--- src/port_mux_consts.svh ---
`ifndef PORT_MUX_CONSTS_SVH
`define PORT_MUX_CONSTS_SVH

// Register offsets.
`define ADDR_P3_HYST 16'h5234
`define ADDR_P3_GATE 16'h523a
`define ADDR_P0_SEL 16'h52a0
`define ADDR_P1_SEL 16'h52a1
`define ADDR_P2_SEL 16'h52a2
`define ADDR_P3_SEL 16'h52a3

// Reset values and implemented-bit masks.
`define RST_P3_HYST 8'hff
`define RST_P3_GATE 8'hff
`define RST_SEL 8'h00
`define MASK_P3 8'h0f
`define MASK_P0_SEL 8'h3c
`define MASK_FULL 8'hff

// Field positions.
`define P0_TMR4N 5
`define P0_TMR4 4
`define P0_RMT_TX 3
`define P0_RMT_RX 2
`define P1_SS 7
`define P1_TMR5 6
`define P1_SCL 5
`define P1_SDA 4
`define P1_CLKO1 3
`define P1_S1_CLK 2
`define P1_S1_TX 1
`define P1_S1_RX 0
`define P2_TMR3N 7
`define P2_TMR3 6
`define P2_S0_CLK 5
`define P2_S0_TX 4
`define P2_S0_RX 3
`define P2_SPI_CLK 2
`define P2_SPI_DO 1
`define P2_SPI_DI 0
`define P3_DBG_IO 3
`define P3_DBG_ST 2
`define P3_DBG_CLK 1
`define P3_HSCLK 0
`endif

--- src/port_mux_pkg.sv ---
package port_mux_pkg;
    typedef logic [15:0] addr_type;
    typedef logic [7:0] byte_type;
    // One-hot register select produced by the address decoder.
    typedef enum logic [6:0] {
        SEL_NONE = 7'h01,
        SEL_P3_HYST = 7'h02,
        SEL_P3_GATE = 7'h04,
        SEL_P0 = 7'h08,
        SEL_P1 = 7'h10,
        SEL_P2 = 7'h20,
        SEL_P3 = 7'h40
    } reg_sel_type;
endpackage

--- src/mux_ctrl_reg.sv ---
module mux_ctrl_reg #(
    parameter logic [7:0] RESET_VALUE = 8'h00,
    parameter logic [7:0] MASK = 8'hff
) (
    input wire logic clk_sys, // System clock.
    input wire logic resetn, // Async reset, active low.
    input wire logic clk_en, // Freezes state when low.
    input wire logic wr_en, // Write this register.
    input wire port_mux_pkg::byte_type wr_data, // Write data.
    output port_mux_pkg::byte_type value_reg // Stored value.
);
    import port_mux_pkg::*;

    // A register with no implemented bit cannot serve anything.
    if (MASK == 8'h00) begin : g_bad_mask
        $error("mux_ctrl_reg needs at least one implemented bit.");
    end

    // Unimplemented bits are held at zero so they read as zero.
    always_ff @(posedge clk_sys or negedge resetn) begin
        if (!resetn) begin
            value_reg <= RESET_VALUE & MASK;
        end else if (clk_en && wr_en) begin
            value_reg <= wr_data & MASK;
        end
    end
endmodule

--- src/pin_mux_cell.sv ---
module pin_mux_cell #(
    parameter int WIDTH = 8,
    parameter logic [WIDTH-1:0] IDLE = '0
) (
    input wire logic [WIDTH-1:0] sel, // 1 gives the pin to the peripheral.
    input wire logic [WIDTH-1:0] gpio_out, // Port output data.
    input wire logic [WIDTH-1:0] gpio_oe, // Port output enable.
    input wire logic [WIDTH-1:0] per_out, // Peripheral output data.
    input wire logic [WIDTH-1:0] per_oe, // Peripheral output enable.
    input wire logic [WIDTH-1:0] pad_in, // Level seen at the pad.
    output logic [WIDTH-1:0] pad_out, // Level driven to the pad.
    output logic [WIDTH-1:0] pad_oe, // Pad driver enable.
    output logic [WIDTH-1:0] gpio_in, // Pin level for the port.
    output logic [WIDTH-1:0] per_in // Pin level for the peripheral.
);
    if (WIDTH < 1) begin : g_bad_width
        $error("pin_mux_cell needs at least one pin.");
    end

    // The owner of each pin drives it; the other side has no effect.
    assign pad_out = (sel & per_out) | (~sel & gpio_out);
    assign pad_oe = (sel & per_oe) | (~sel & gpio_oe);
    // The port always sees the pin; an unselected peripheral sees idle.
    assign gpio_in = pad_in;
    assign per_in = (sel & pad_in) | (~sel & IDLE);
endmodule

--- src/port_pin_function_mux.sv ---
`include "port_mux_consts.svh"

module port_pin_function_mux #(
    parameter int ADDR_WIDTH = 16
) (
    input wire logic clk_sys, // 100 MHz clock.
    input wire logic resetn, // Async reset, active low.
    input wire logic clk_en, // Freezes state when low.
    input wire port_mux_pkg::addr_type reg_addr, // Register address.
    input wire port_mux_pkg::byte_type reg_wdata, // Write data.
    input wire logic reg_wr, // Write strobe.
    input wire logic reg_rd, // Read strobe.
    output port_mux_pkg::byte_type reg_rdata, // Read data, next cycle.
    input wire logic [7:0] p0_pad_in, // Port 0 pad level.
    output logic [7:0] p0_pad_out, // Port 0 pad drive.
    output logic [7:0] p0_pad_oe, // Port 0 pad enable.
    input wire logic [7:0] p0_gpio_out, // Port 0 data.
    input wire logic [7:0] p0_gpio_oe, // Port 0 enable.
    output logic [7:0] p0_gpio_in, // Port 0 input.
    input wire logic [7:0] p1_pad_in, // Port 1 pad level.
    output logic [7:0] p1_pad_out, // Port 1 pad drive.
    output logic [7:0] p1_pad_oe, // Port 1 pad enable.
    input wire logic [7:0] p1_gpio_out, // Port 1 data.
    input wire logic [7:0] p1_gpio_oe, // Port 1 enable.
    output logic [7:0] p1_gpio_in, // Port 1 input.
    input wire logic [7:0] p2_pad_in, // Port 2 pad level.
    output logic [7:0] p2_pad_out, // Port 2 pad drive.
    output logic [7:0] p2_pad_oe, // Port 2 pad enable.
    input wire logic [7:0] p2_gpio_out, // Port 2 data.
    input wire logic [7:0] p2_gpio_oe, // Port 2 enable.
    output logic [7:0] p2_gpio_in, // Port 2 input.
    input wire logic [3:0] p3_pad_in, // Port 3 pad level.
    output logic [3:0] p3_pad_out, // Port 3 pad drive.
    output logic [3:0] p3_pad_oe, // Port 3 pad enable.
    input wire logic [3:0] p3_gpio_out, // Port 3 data.
    input wire logic [3:0] p3_gpio_oe, // Port 3 enable.
    output logic [3:0] p3_gpio_in, // Port 3 gated input.
    output logic [3:0] p3_schmitt_en, // 1 selects Schmitt input.
    input wire logic timer_ch4_inverted_out, // Timer 4 inverted.
    input wire logic timer_ch4_out, // Timer 4 output.
    input wire logic remote_tx_out, // Remote transmitter.
    output logic remote_rx_in, // Remote receiver.
    input wire logic spi_slave_select_n_drv, // SPI select drive.
    input wire logic spi_slave_select_n_oe, // SPI select enable.
    output logic spi_slave_select_n, // SPI select level.
    input wire logic timer_ch5_out, // Timer 5 output.
    output logic external_clock_in_0, // External clock 0.
    input wire logic i2c_scl_drv, // SCL drive.
    input wire logic i2c_scl_oe, // SCL enable.
    output logic i2c_scl_in, // SCL level.
    input wire logic i2c_sda_drv, // SDA drive.
    input wire logic i2c_sda_oe, // SDA enable.
    output logic i2c_sda_in, // SDA level.
    input wire logic clock_out_ch1, // Clock output 1.
    input wire logic serial1_clock_drv, // Serial 1 clock drive.
    input wire logic serial1_clock_oe, // Serial 1 clock enable.
    output logic serial1_clock, // Serial 1 clock level.
    input wire logic serial1_tx, // Serial 1 transmit.
    output logic serial1_rx, // Serial 1 receive.
    input wire logic timer_ch3_inverted_out, // Timer 3 inverted.
    input wire logic timer_ch3_out, // Timer 3 output.
    input wire logic serial0_clock_drv, // Serial 0 clock drive.
    input wire logic serial0_clock_oe, // Serial 0 clock enable.
    output logic serial0_clock, // Serial 0 clock level.
    input wire logic serial0_tx, // Serial 0 transmit.
    output logic serial0_rx, // Serial 0 receive.
    input wire logic spi_serial_clock_drv, // SPI clock drive.
    input wire logic spi_serial_clock_oe, // SPI clock enable.
    output logic spi_serial_clock, // SPI clock level.
    input wire logic spi_data_out, // SPI data out.
    output logic spi_data_in, // SPI data in.
    input wire logic debug_serial_io_drv, // Debug data drive.
    input wire logic debug_serial_io_oe, // Debug data enable.
    output logic debug_serial_io, // Debug data level.
    input wire logic debug_status, // Debug status.
    input wire logic high_speed_clock_out, // High-speed clock output.
    output logic debug_clock // Debug clock.
);
    import port_mux_pkg::*;

    if (ADDR_WIDTH != 16) begin : g_bad_addr
        $error("port_pin_function_mux needs a 16-bit address.");
    end

    ////////////////////////////////////////////////////////////////////////
    // Register file.

    byte_type hyst_reg, gate_reg, p0_sel_reg, p1_sel_reg, p2_sel_reg, p3_sel_reg;
    byte_type rdata_reg, rdata_next;
    reg_sel_type wr_sel, rd_sel;

    // Maps an address onto the one-hot register select.
    function automatic reg_sel_type decode(input addr_type addr);
        case (addr)
            `ADDR_P3_HYST: decode = SEL_P3_HYST;
            `ADDR_P3_GATE: decode = SEL_P3_GATE;
            `ADDR_P0_SEL: decode = SEL_P0;
            `ADDR_P1_SEL: decode = SEL_P1;
            `ADDR_P2_SEL: decode = SEL_P2;
            `ADDR_P3_SEL: decode = SEL_P3;
            default: decode = SEL_NONE;
        endcase
    endfunction

    assign wr_sel = reg_wr ? decode(reg_addr) : SEL_NONE;
    assign rd_sel = decode(reg_addr);

    // Hysteresis and input gate come out of reset with all four implemented bits set.
    mux_ctrl_reg #(.RESET_VALUE(`RST_P3_HYST), .MASK(`MASK_P3)) u_hyst (
        .clk_sys(clk_sys), .resetn(resetn), .clk_en(clk_en),
        .wr_en(wr_sel == SEL_P3_HYST), .wr_data(reg_wdata), .value_reg(hyst_reg));
    mux_ctrl_reg #(.RESET_VALUE(`RST_P3_GATE), .MASK(`MASK_P3)) u_gate (
        .clk_sys(clk_sys), .resetn(resetn), .clk_en(clk_en),
        .wr_en(wr_sel == SEL_P3_GATE), .wr_data(reg_wdata), .value_reg(gate_reg));
    // Select registers reset to zero and keep only implemented bits.
    mux_ctrl_reg #(.RESET_VALUE(`RST_SEL), .MASK(`MASK_P0_SEL)) u_p0 (
        .clk_sys(clk_sys), .resetn(resetn), .clk_en(clk_en),
        .wr_en(wr_sel == SEL_P0), .wr_data(reg_wdata), .value_reg(p0_sel_reg));
    mux_ctrl_reg #(.RESET_VALUE(`RST_SEL), .MASK(`MASK_FULL)) u_p1 (
        .clk_sys(clk_sys), .resetn(resetn), .clk_en(clk_en),
        .wr_en(wr_sel == SEL_P1), .wr_data(reg_wdata), .value_reg(p1_sel_reg));
    mux_ctrl_reg #(.RESET_VALUE(`RST_SEL), .MASK(`MASK_FULL)) u_p2 (
        .clk_sys(clk_sys), .resetn(resetn), .clk_en(clk_en),
        .wr_en(wr_sel == SEL_P2), .wr_data(reg_wdata), .value_reg(p2_sel_reg));
    mux_ctrl_reg #(.RESET_VALUE(`RST_SEL), .MASK(`MASK_P3)) u_p3 (
        .clk_sys(clk_sys), .resetn(resetn), .clk_en(clk_en),
        .wr_en(wr_sel == SEL_P3), .wr_data(reg_wdata), .value_reg(p3_sel_reg));

    // Read multiplexer; unmapped addresses read as zero.
    always_comb begin
        case (rd_sel)
            SEL_P3_HYST: rdata_next = hyst_reg;
            SEL_P3_GATE: rdata_next = gate_reg;
            SEL_P0: rdata_next = p0_sel_reg;
            SEL_P1: rdata_next = p1_sel_reg;
            SEL_P2: rdata_next = p2_sel_reg;
            SEL_P3: rdata_next = p3_sel_reg;
            default: rdata_next = 8'h00;
        endcase
    end

    // Read data stand for one enabled cycle after the strobe, then clear to zero.
    always_ff @(posedge clk_sys or negedge resetn) begin
        if (!resetn) begin
            rdata_reg <= 8'h00;
        end else if (clk_en) begin
            rdata_reg <= reg_rd ? rdata_next : 8'h00;
        end
    end

    assign reg_rdata = rdata_reg;

    ////////////////////////////////////////////////////////////////////////
    // Port 0: timer 4 and remote control.

    logic [7:0] p0_per_out, p0_per_oe, p0_per_in;
    logic [7:0] p1_per_out, p1_per_oe, p1_per_in;
    logic [7:0] p2_per_out, p2_per_oe, p2_per_in;
    logic [3:0] p3_per_out, p3_per_oe, p3_per_in, p3_sel, p3_pad_gated;

    // Collects the port 0 peripheral drivers.
    always_comb begin
        p0_per_out = 8'h00;
        p0_per_oe = 8'h00;
        p0_per_out[`P0_TMR4N] = timer_ch4_inverted_out;
        p0_per_oe[`P0_TMR4N] = 1'b1;
        p0_per_out[`P0_TMR4] = timer_ch4_out;
        p0_per_oe[`P0_TMR4] = 1'b1;
        p0_per_out[`P0_RMT_TX] = remote_tx_out;
        p0_per_oe[`P0_RMT_TX] = 1'b1;
    end

    pin_mux_cell #(.WIDTH(8), .IDLE(8'h00)) u_cell0 (
        .sel(p0_sel_reg), .gpio_out(p0_gpio_out), .gpio_oe(p0_gpio_oe),
        .per_out(p0_per_out), .per_oe(p0_per_oe), .pad_in(p0_pad_in),
        .pad_out(p0_pad_out), .pad_oe(p0_pad_oe), .gpio_in(p0_gpio_in),
        .per_in(p0_per_in));

    assign remote_rx_in = p0_per_in[`P0_RMT_RX];

    ////////////////////////////////////////////////////////////////////////
    // Port 1: SPI select, timer 5, I2C, clock out 1, serial 1.

    // Collects the port 1 peripheral drivers.
    always_comb begin
        p1_per_out = 8'h00;
        p1_per_oe = 8'h00;
        p1_per_out[`P1_SS] = spi_slave_select_n_drv;
        p1_per_oe[`P1_SS] = spi_slave_select_n_oe;
        p1_per_out[`P1_TMR5] = timer_ch5_out;
        p1_per_oe[`P1_TMR5] = 1'b1;
        p1_per_out[`P1_SCL] = i2c_scl_drv;
        p1_per_oe[`P1_SCL] = i2c_scl_oe;
        p1_per_out[`P1_SDA] = i2c_sda_drv;
        p1_per_oe[`P1_SDA] = i2c_sda_oe;
        p1_per_out[`P1_CLKO1] = clock_out_ch1;
        p1_per_oe[`P1_CLKO1] = 1'b1;
        p1_per_out[`P1_S1_CLK] = serial1_clock_drv;
        p1_per_oe[`P1_S1_CLK] = serial1_clock_oe;
        p1_per_out[`P1_S1_TX] = serial1_tx;
        p1_per_oe[`P1_S1_TX] = 1'b1;
    end

    // Idle high on the select and I2C lines, which are released high.
    pin_mux_cell #(.WIDTH(8), .IDLE(8'hb0)) u_cell1 (
        .sel(p1_sel_reg), .gpio_out(p1_gpio_out), .gpio_oe(p1_gpio_oe),
        .per_out(p1_per_out), .per_oe(p1_per_oe), .pad_in(p1_pad_in),
        .pad_out(p1_pad_out), .pad_oe(p1_pad_oe), .gpio_in(p1_gpio_in),
        .per_in(p1_per_in));

    // Peripheral inputs of port 1.
    assign spi_slave_select_n = p1_per_in[`P1_SS];
    assign i2c_scl_in = p1_per_in[`P1_SCL];
    assign i2c_sda_in = p1_per_in[`P1_SDA];
    assign serial1_clock = p1_per_in[`P1_S1_CLK];
    assign serial1_rx = p1_per_in[`P1_S1_RX];
    // The external clock shares the pin while it is a port pin.
    assign external_clock_in_0 = p1_pad_in[`P1_TMR5] & ~p1_sel_reg[`P1_TMR5];

    ////////////////////////////////////////////////////////////////////////
    // Port 2: timer 3, serial 0, SPI.

    // Collects the port 2 peripheral drivers.
    always_comb begin
        p2_per_out = 8'h00;
        p2_per_oe = 8'h00;
        p2_per_out[`P2_TMR3N] = timer_ch3_inverted_out;
        p2_per_oe[`P2_TMR3N] = 1'b1;
        p2_per_out[`P2_TMR3] = timer_ch3_out;
        p2_per_oe[`P2_TMR3] = 1'b1;
        p2_per_out[`P2_S0_CLK] = serial0_clock_drv;
        p2_per_oe[`P2_S0_CLK] = serial0_clock_oe;
        p2_per_out[`P2_S0_TX] = serial0_tx;
        p2_per_oe[`P2_S0_TX] = 1'b1;
        p2_per_out[`P2_SPI_CLK] = spi_serial_clock_drv;
        p2_per_oe[`P2_SPI_CLK] = spi_serial_clock_oe;
        p2_per_out[`P2_SPI_DO] = spi_data_out;
        p2_per_oe[`P2_SPI_DO] = 1'b1;
    end

    pin_mux_cell #(.WIDTH(8), .IDLE(8'h00)) u_cell2 (
        .sel(p2_sel_reg), .gpio_out(p2_gpio_out), .gpio_oe(p2_gpio_oe),
        .per_out(p2_per_out), .per_oe(p2_per_oe), .pad_in(p2_pad_in),
        .pad_out(p2_pad_out), .pad_oe(p2_pad_oe), .gpio_in(p2_gpio_in),
        .per_in(p2_per_in));

    // Peripheral inputs of port 2.
    assign serial0_clock = p2_per_in[`P2_S0_CLK];
    assign serial0_rx = p2_per_in[`P2_S0_RX];
    assign spi_serial_clock = p2_per_in[`P2_SPI_CLK];
    assign spi_data_in = p2_per_in[`P2_SPI_DI];

    ////////////////////////////////////////////////////////////////////////
    // Port 3: debug port, high-speed clock, input conditioning.

    // Debug bits are inverted: zero gives the pin to the debugger.
    assign p3_sel = {~p3_sel_reg[3:1], p3_sel_reg[0]};
    // A cleared gate bit blocks the pin's input everywhere.
    assign p3_pad_gated = p3_pad_in & gate_reg[3:0];
    assign p3_schmitt_en = hyst_reg[3:0];

    // Collects the port 3 peripheral drivers.
    always_comb begin
        p3_per_out = 4'h0;
        p3_per_oe = 4'h0;
        p3_per_out[`P3_DBG_IO] = debug_serial_io_drv;
        p3_per_oe[`P3_DBG_IO] = debug_serial_io_oe;
        p3_per_out[`P3_DBG_ST] = debug_status;
        p3_per_oe[`P3_DBG_ST] = 1'b1;
        p3_per_out[`P3_HSCLK] = high_speed_clock_out;
        p3_per_oe[`P3_HSCLK] = 1'b1;
    end

    pin_mux_cell #(.WIDTH(4), .IDLE(4'h0)) u_cell3 (
        .sel(p3_sel), .gpio_out(p3_gpio_out), .gpio_oe(p3_gpio_oe),
        .per_out(p3_per_out), .per_oe(p3_per_oe), .pad_in(p3_pad_gated),
        .pad_out(p3_pad_out), .pad_oe(p3_pad_oe), .gpio_in(p3_gpio_in),
        .per_in(p3_per_in));

    // Peripheral inputs of port 3.
    assign debug_serial_io = p3_per_in[`P3_DBG_IO];
    assign debug_clock = p3_per_in[`P3_DBG_CLK];
endmodule

--- config.mk ---
export PLATFORM = sky130hd
export DESIGN_NAME = port_pin_function_mux
export DESIGN_NICKNAME = d
export VERILOG_FILES = /design/src/port_mux_pkg.sv /design/src/mux_ctrl_reg.sv /design/src/pin_mux_cell.sv /design/src/port_pin_function_mux.sv
export VERILOG_INCLUDE_DIRS = /design/src
export SDC_FILE = /design/constraint.sdc
export NUM_CORES = 1
export LEC_CHECK = 0
export BUFFER_PORTS_ARGS = -buffer_cell sky130_fd_sc_hd__buf_2
export CORE_AREA = 2 2 97 99
export CTS_CLUSTER_DIAMETER = 30
export DETAILED_ROUTE_END_ITERATION = 10
export DIE_AREA = 0 0 99 101
export GPL_TIMING_DRIVEN = 0
export PLACE_DENSITY = 0.69
export SYNTH_ARGS = -nofsm -noshare
export SYNTH_HDL_FRONTEND = slang
export SYNTH_SLANG_ARGS = --single-unit
--- constraint.sdc ---
create_clock -name clk_sys -period 2.7 [get_ports clk_sys]
set_input_delay 0.135 -clock clk_sys [delete_from_list [all_inputs] [get_ports clk_sys]]
set_output_delay 0.135 -clock clk_sys [all_outputs]
set_load 0.01 [all_outputs]
==> reports/results.md, run 1 <==
* **sequential cell area fraction in the yosys report** 35.8%
* **most area-hungry cell type in the Yosys netlist** dfrtp_1
* **Least-Margin Pin Slew** 0.907 ns
* **R2R Path Start** u_p3.value_reg[3]
* **P_sw** 355 uW
* **length of routed met2 wiring** 4.39 mm
* **full die area** 10000 sq um
* **setup clock skew after layout** 0.00436 ns
* **initial core utilization** 31.4%
* **Wirelength per Cell** 14.5 um
* **CTS Buf Count** 5
* **sequential standard cell area** 1010 sq um
* **Overall Power** 1580 uW
* **total placed instance area** 4090 sq um
* **Remaining DRCs** 0
* **max-slew violation count** 0
* **share of the synthesized area in the top cell type** 28.4%
* **Mapped Nets** 387
* **number of endpoints failing setup at the final stage** 0
* **worst reg-to-reg setup slack** 1.31 ns
* **buffer and inverter count on the worst path** 2
* **synth top area cells** dfrtp_1 28%, mux2_2 20%, buf_4 8.5%
* **Max Cap Violations** 0
* **maximum number of pins on one net before global-route repair** 41
* **Tot GR Track Use** 16.7%
* **vias in the first global route** 2667
* **violations in the final reports** negative hold slack
* **Slowest cell on crit path** or3b_4
* **number of buffers added to fix hold violations after cts** 0
* **layout cells sized above 1** 73.9%
* **clock latency on the worst-skew pair** 0.29 ns
* **async set-or-reset flop fraction in the synthesized netlist** 100%
* **wire length on met1** 3.30 mm
* **overall die height** 101 um
* **Area growth syn-to-layout** 50.7%
* **metal3 WL** 836 um
* **Worst Setup End Kind** flop
* **global route overflow** 0
* **core area** 8980 sq um
* **multi-input logic area** 1520 sq um
* **part of the power in combinational logic** 18.6%
* **cell area after layout** 4250 sq um
* **depth of the worst register-to-register path** 3
* **Ant. Diodes** 0
* **detail-routed via count per cell** 4.66
* **Crit path largest cell delay** 0.42 ns
* **Sw Share** 22.5%
* **Worst-path clk slew** 0.09 ns
* **cell-by-cell trace of the critical path** buf_2 > or3b_4 > nor3_4 > and4_1 > buf_6 > mux2_4
* **Top delay family on crit path** simple AND/OR/NAND/NOR gates
* **share of the clock period used by the worst path** 61.0%
* **clock tree from TritonCTS** done
* **Fillers** 889
* **die extent in x** 99 um
* **number of synthesized flops with an enable pin** 0
* **clock network fraction of design power** 43.4%
* **post-cts repair resize count** 0
* **final standard cell utilization of the core** 47.3%
* **worst hold-check slack** -0.0365 ns
* **most used flip-flop cell after synthesis** dfrtp_1
* **PD cells** 372 nW/um^2
* **Final ANT Viol Nets** 0
* **Hold Violations, Final** 32
* **number of buffers on the longest clock path** 2
* **RePlAce Congestion** 0.828
* **post-detail-place hpwl** 7.02 mm
* **sequential share of power** 38.0%
* **critical path arrival** 1.83 ns
* **final critical path time including I/O delays and setup** 1.65 ns
* **count of routing violations after the opening detailed-route iteration** 80
* **run status** complete, but fails checks
* **detailed-route via count** 2762
* **wire length of the first global-routing pass** 13.2 mm
* **commonest cells after routing, fill and taps aside** 226 x buf_2, 50 x mux2_2, 32 x buf_4, 32 x dfrtp_1, 16 x and2_1
* **combined area of all synthesized cells** 2820 sq um
* **hold crit path type** in2async
* **net count of the finished layout** 620
* **H-Tree Level Count** 2
* **kind of start point of the critical path** primary input
* **highest ir drop seen on vdd** 0.251 mV
* **Crit Reg-Reg Endpoint** reg_rdata[3]
* **I/O pins** 248
* **quantity of I/O buffers inserted on ports** 226
* **static leakage** 0.00231 uW
* **Post-CTS Repair Setup Buffers** 0
* **count of distinct cell types in the synthesized netlist** 51
* **Yosys reg bits** 40
* **cell internal pwr** 1220 uW
* **Slew headroom** 39.5%
* **top metal layer carrying routed signals** met4
* **startpoint of the worst setup timing path** reg_addr[6]
* **total clock sinks** 40
* **category of the critical setup timing path** in2reg
* **TritonRoute pass-1 iters** 4
* **final wirelength** 8.62 mm
* **number of cell rows** 35
* **total number of yosys warnings** 0
* **final setup TNS** 0 ns
* **clock root buffer master** clkbuf_8
* **cell count after synthesis** 248
* **number of antenna violations at the first check in global routing** 0
* **critical path required time** 2.88 ns
* **Achievable Freq** 0.607 GHz
* **RSZ-0062 raised after global routing** no
* **Avg Inst Size Synth** 11.4 sq um
* **most common library cell in the layout ignoring fill and taps** buf_2
* **worst-path maximum fanout** 9
worst max path at each step:
stage / end / slack (ns) / depth (start not counted)
floorplan: u_p1.value_reg[0] / 1.04 / 5
global placement: u_p1.value_reg[4] / 0.75 / 6
detailed placement: u_p1.value_reg[3] / 0.74 / 6
CTS: u_p1.value_reg[4] / 1.05 / 6
global route: u_p1.value_reg[5] / 0.98 / 6
finish: u_p1.value_reg[4] / 1.05 / 6
cell type report:
cell class	count	share of cell area (%)
multi-input combinational	165	35.8
timing repair buffer	226	26.6
sequential	40	23.8
buffer	37	6.27
tap	111	3.27
clock inverter	3	2.12
clock buffer	5	1.62
inverter	6	0.530
power groups by stage:
stage          sequential [uW]  combinational (uW)  clock, uW
2_1_floorplan              611                 128          0
3_3_place_gp               611                 291          0
3_5_place_dp               611                 298          0
4_1_cts                    599                 299        696
5_1_grt                    599                 323        719
6_report                   599                 294        686
routing by layer:
metal | global-route usage (%) | up-vias
met5 | 0 | -
met4 | 4.64 | 0
met3 | 4.58 | 8
met2 | 29.9 | 140
met1 | 19.6 | 1281
li1 | - | 1333
stage by stage:
step	instances	hold slack (ns)	worst slack, ns
detailed placement	585	0.318	0.738
global placement	585	0.297	0.747
global route	593	0.0458	0.979
CTS	593	0.00367	1.05
floorplan	248	-0.161	1.04
finish	593	-0.0365	1.05
cells in the mapped netlist, drive strengths merged (2+ instances only):
cell,instances
a21oi,2
dfrtp,32
nand4,5
nand2b,6
o22ai,5
o21ai,2
mux4,2
clkbuf,3
and2,17
a22oi,4
buf,34
and3,3
or2,11
or3b,2
nor2b,14
dfstp,8
a22o,3
mux2i,2
and4,2
inv,6
a32oi,2
nor2,4
mux2,59
nor4,2
nand3b,2
kinds of logic (layout without fill, tap and decap cells):
logic type	count (synthesis)	after routing	share of synthesized area (%)
mux	63	63	26.9
flops	40	40	35.8
simple gates	78	78	20.7
compound gates	24	24	6.26
buf+inv	43	277	10.2
(Power assumes the default switching activity.)
==> run 2: changes to the inputs <==
- CORE_AREA: 2 2 97 99 -> 2 2 96 98
- DIE_AREA: 0 0 99 101 -> 0 0 98 100
- PLACE_DENSITY: 0.69 -> 0.73
- clock period: 2.7 -> 1.4 ns (I/O delays scaled with it)
==> run 2 against run 1 <==
Effect of this change: the flow finishes with violations (negative setup slack); worst setup slack worse by 1.1 ns; register-to-register slack got worse by 1.3 ns; utilization increased by 1.5 points; critical endpoint is now u_p1.value_reg[5].
==> reports/results.md, run 2 (synthesized netlist as in run 1, its figures left out) <==
* **minimum setup slack after placement** -0.489 ns
* **wire length on met1** 3.25 mm
* **setup clock skew after layout** 0.00711 ns
* **number of buffers on the longest clock path** 2
* **top metal layer carrying routed signals** met4
* **length of routed met2 wiring** 4.61 mm
* **overall die height** 100 um
* **die extent in x** 98 um
* **count of routing violations after the opening detailed-route iteration** 93
* **commonest cells after routing, fill and taps aside** 221 x buf_2, 47 x mux2_2, 38 x buf_4, 32 x dfrtp_1, 16 x and2_1
* **hold crit path type** in2reg
* **final critical path time including I/O delays and setup** 1.45 ns
* **Worst-path clk slew** 0.08 ns
* **clock root buffer master** clkbuf_8
* **metal3 WL** 787 um
* **Wirelength per Cell** 14.5 um
* **category of the critical setup timing path** in2reg
* **vias in the first global route** 2754
* **Max Cap Violations** 0
* **full die area** 9800 sq um
* **clock tree from TritonCTS** done
* **Crit path largest cell delay** 0.60 ns
* **I/O pins** 248
* **maximum number of pins on one net before global-route repair** 41
* **cell-by-cell trace of the critical path** buf_6 > or4b_4 > nor2_8 > and4_1 > buf_8 > mux2_4
* **Remaining DRCs** 0
* **global route overflow** 0
* **core area** 8890 sq um
* **highest ir drop seen on vdd** 0.294 mV
* **detail-routed via count per cell** 4.78
* **static leakage** 0.00235 uW
* **Area growth syn-to-layout** 53.8%
* **Slowest cell on crit path** or4b_4
* **Achievable Freq** 0.692 GHz
* **RePlAce Congestion** 0.833
* **critical path required time** 1.57 ns
* **buffer and inverter count on the worst path** 2
* **initial core utilization** 31.7%
* **Post-Layout Cell Count** 601
* **Worst Setup End Kind** flop
* **most common library cell in the layout ignoring fill and taps** buf_2
* **H-Tree Level Count** 2
* **violations in the final reports** negative setup slack
* **max-slew violation count** 0
* **detailed-route via count** 2870
* **number of endpoints failing setup at the final stage** 21
* **total clock sinks** 40
* **Least-Margin Pin Slew** 0.880 ns
* **count of placed standard cells including taps** 585
* **kind of start point of the critical path** primary input
* **number of antenna violations at the first check in global routing** 0
* **net count of the finished layout** 628
* **RSZ-0062 raised after global routing** yes
* **Hold Violations, Final** 0
* **setup slack after layout** -0.0457 ns
* **wire length of the first global-routing pass** 13.5 mm
* **share of the clock period used by the worst path** 103%
* **quantity of I/O buffers inserted on ports** 226
* **run status** complete, but fails checks
* **Ant. Diodes** 0
* **Slew headroom** 41.3%
* **layout cells sized above 1** 75.5%
* **Tot GR Track Use** 17.1%
* **worst-path maximum fanout** 8
* **PD cells** 587 nW/um^2
* **clock latency on the worst-skew pair** 0.29 ns
* **post-detail-place hpwl** 6.95 mm
* **Top delay family on crit path** simple AND/OR/NAND/NOR gates
* **final wirelength** 8.74 mm
* **number of cell rows** 35
* **CTS Buf Count** 5
* **critical path arrival** 1.62 ns
* **TritonRoute pass-1 iters** 4
* **Final ANT Viol Nets** 0
## run 2: final timing paths
check | startpoint | endpoint | slack (ns) | cells after the start
setup / recovery | reg_addr[8] | u_p1.value_reg[5] | -0.05 | 6
hold / removal | reg_wdata[6] | u_p1.value_reg[6] | 0.03 | 2
setup reg to reg | u_p3.value_reg[3] | reg_rdata[3] | 0.04 | 3
hold reg to reg | reg_rdata[5] | reg_rdata[5] | 0.53 | 2
max in group asynchronous | resetn | u_p3.value_reg[3] | 0.40 | 2
min in group asynchronous | resetn | u_p3.value_reg[1] | 0.45 | 2
## run 2: where the power goes
part	internal [uW]	switching [uW]	total, uW	leakage (uW)
combinational	332	255	588	0.00177
clock	394	409	803	0.0000510
sequential	1160	0.205	1160	0.000530
## run 2: cell type report
| class | count | area, sq um |
|---|---|---|
| clock inverter | 2 | 10.0 |
| multi-input combinational | 165 | 1550 |
| inverter | 6 | 22.5 |
| clock buffer | 6 | 82.6 |
| sequential | 40 | 1010 |
| buffer | 37 | 272 |
| timing repair buffer | 234 | 1250 |
| tap | 111 | 139 |
| fill | 856 | 4550 |
## run 2: metal layers
layer / up-vias / GRT usage (%)
li1: 1353 / -
met4: 0 / 4.06
met2: 161 / 30.5
met5: - / 0
met3: 6 / 3.76
met1: 1350 / 21.1
## run 2: metrics by stage
step           utilization, %  total power, uW  setup TNS [ns]  hold slack [ns]  instance area, sq um
2_1_floorplan               -             1430           -2.37           -0.226                  2840
3_3_place_gp             46.2             1740          -15.01            0.228                  4110
3_5_place_dp             46.2             1750          -15.54            0.252                  4110
4_1_cts                  48.2             2570          -0.559           0.0189                  4290
5_1_grt                  48.8             2690          -0.747           0.0262                  4340
6_report                 48.8             2550          -0.462           0.0326                  4340
## run 2: what timing repair did
| action | CTS | global route |
|---|---|---|
| setup endpoints to repair | 32 | 33 |
| buffers inserted | 6 | 1 |
| hold endpoints to repair | 32 | 0 |
| pin swaps | 4 | 5 |
| hold buffers | 1 | 0 |
| gates resized for setup | 5 | 14 |
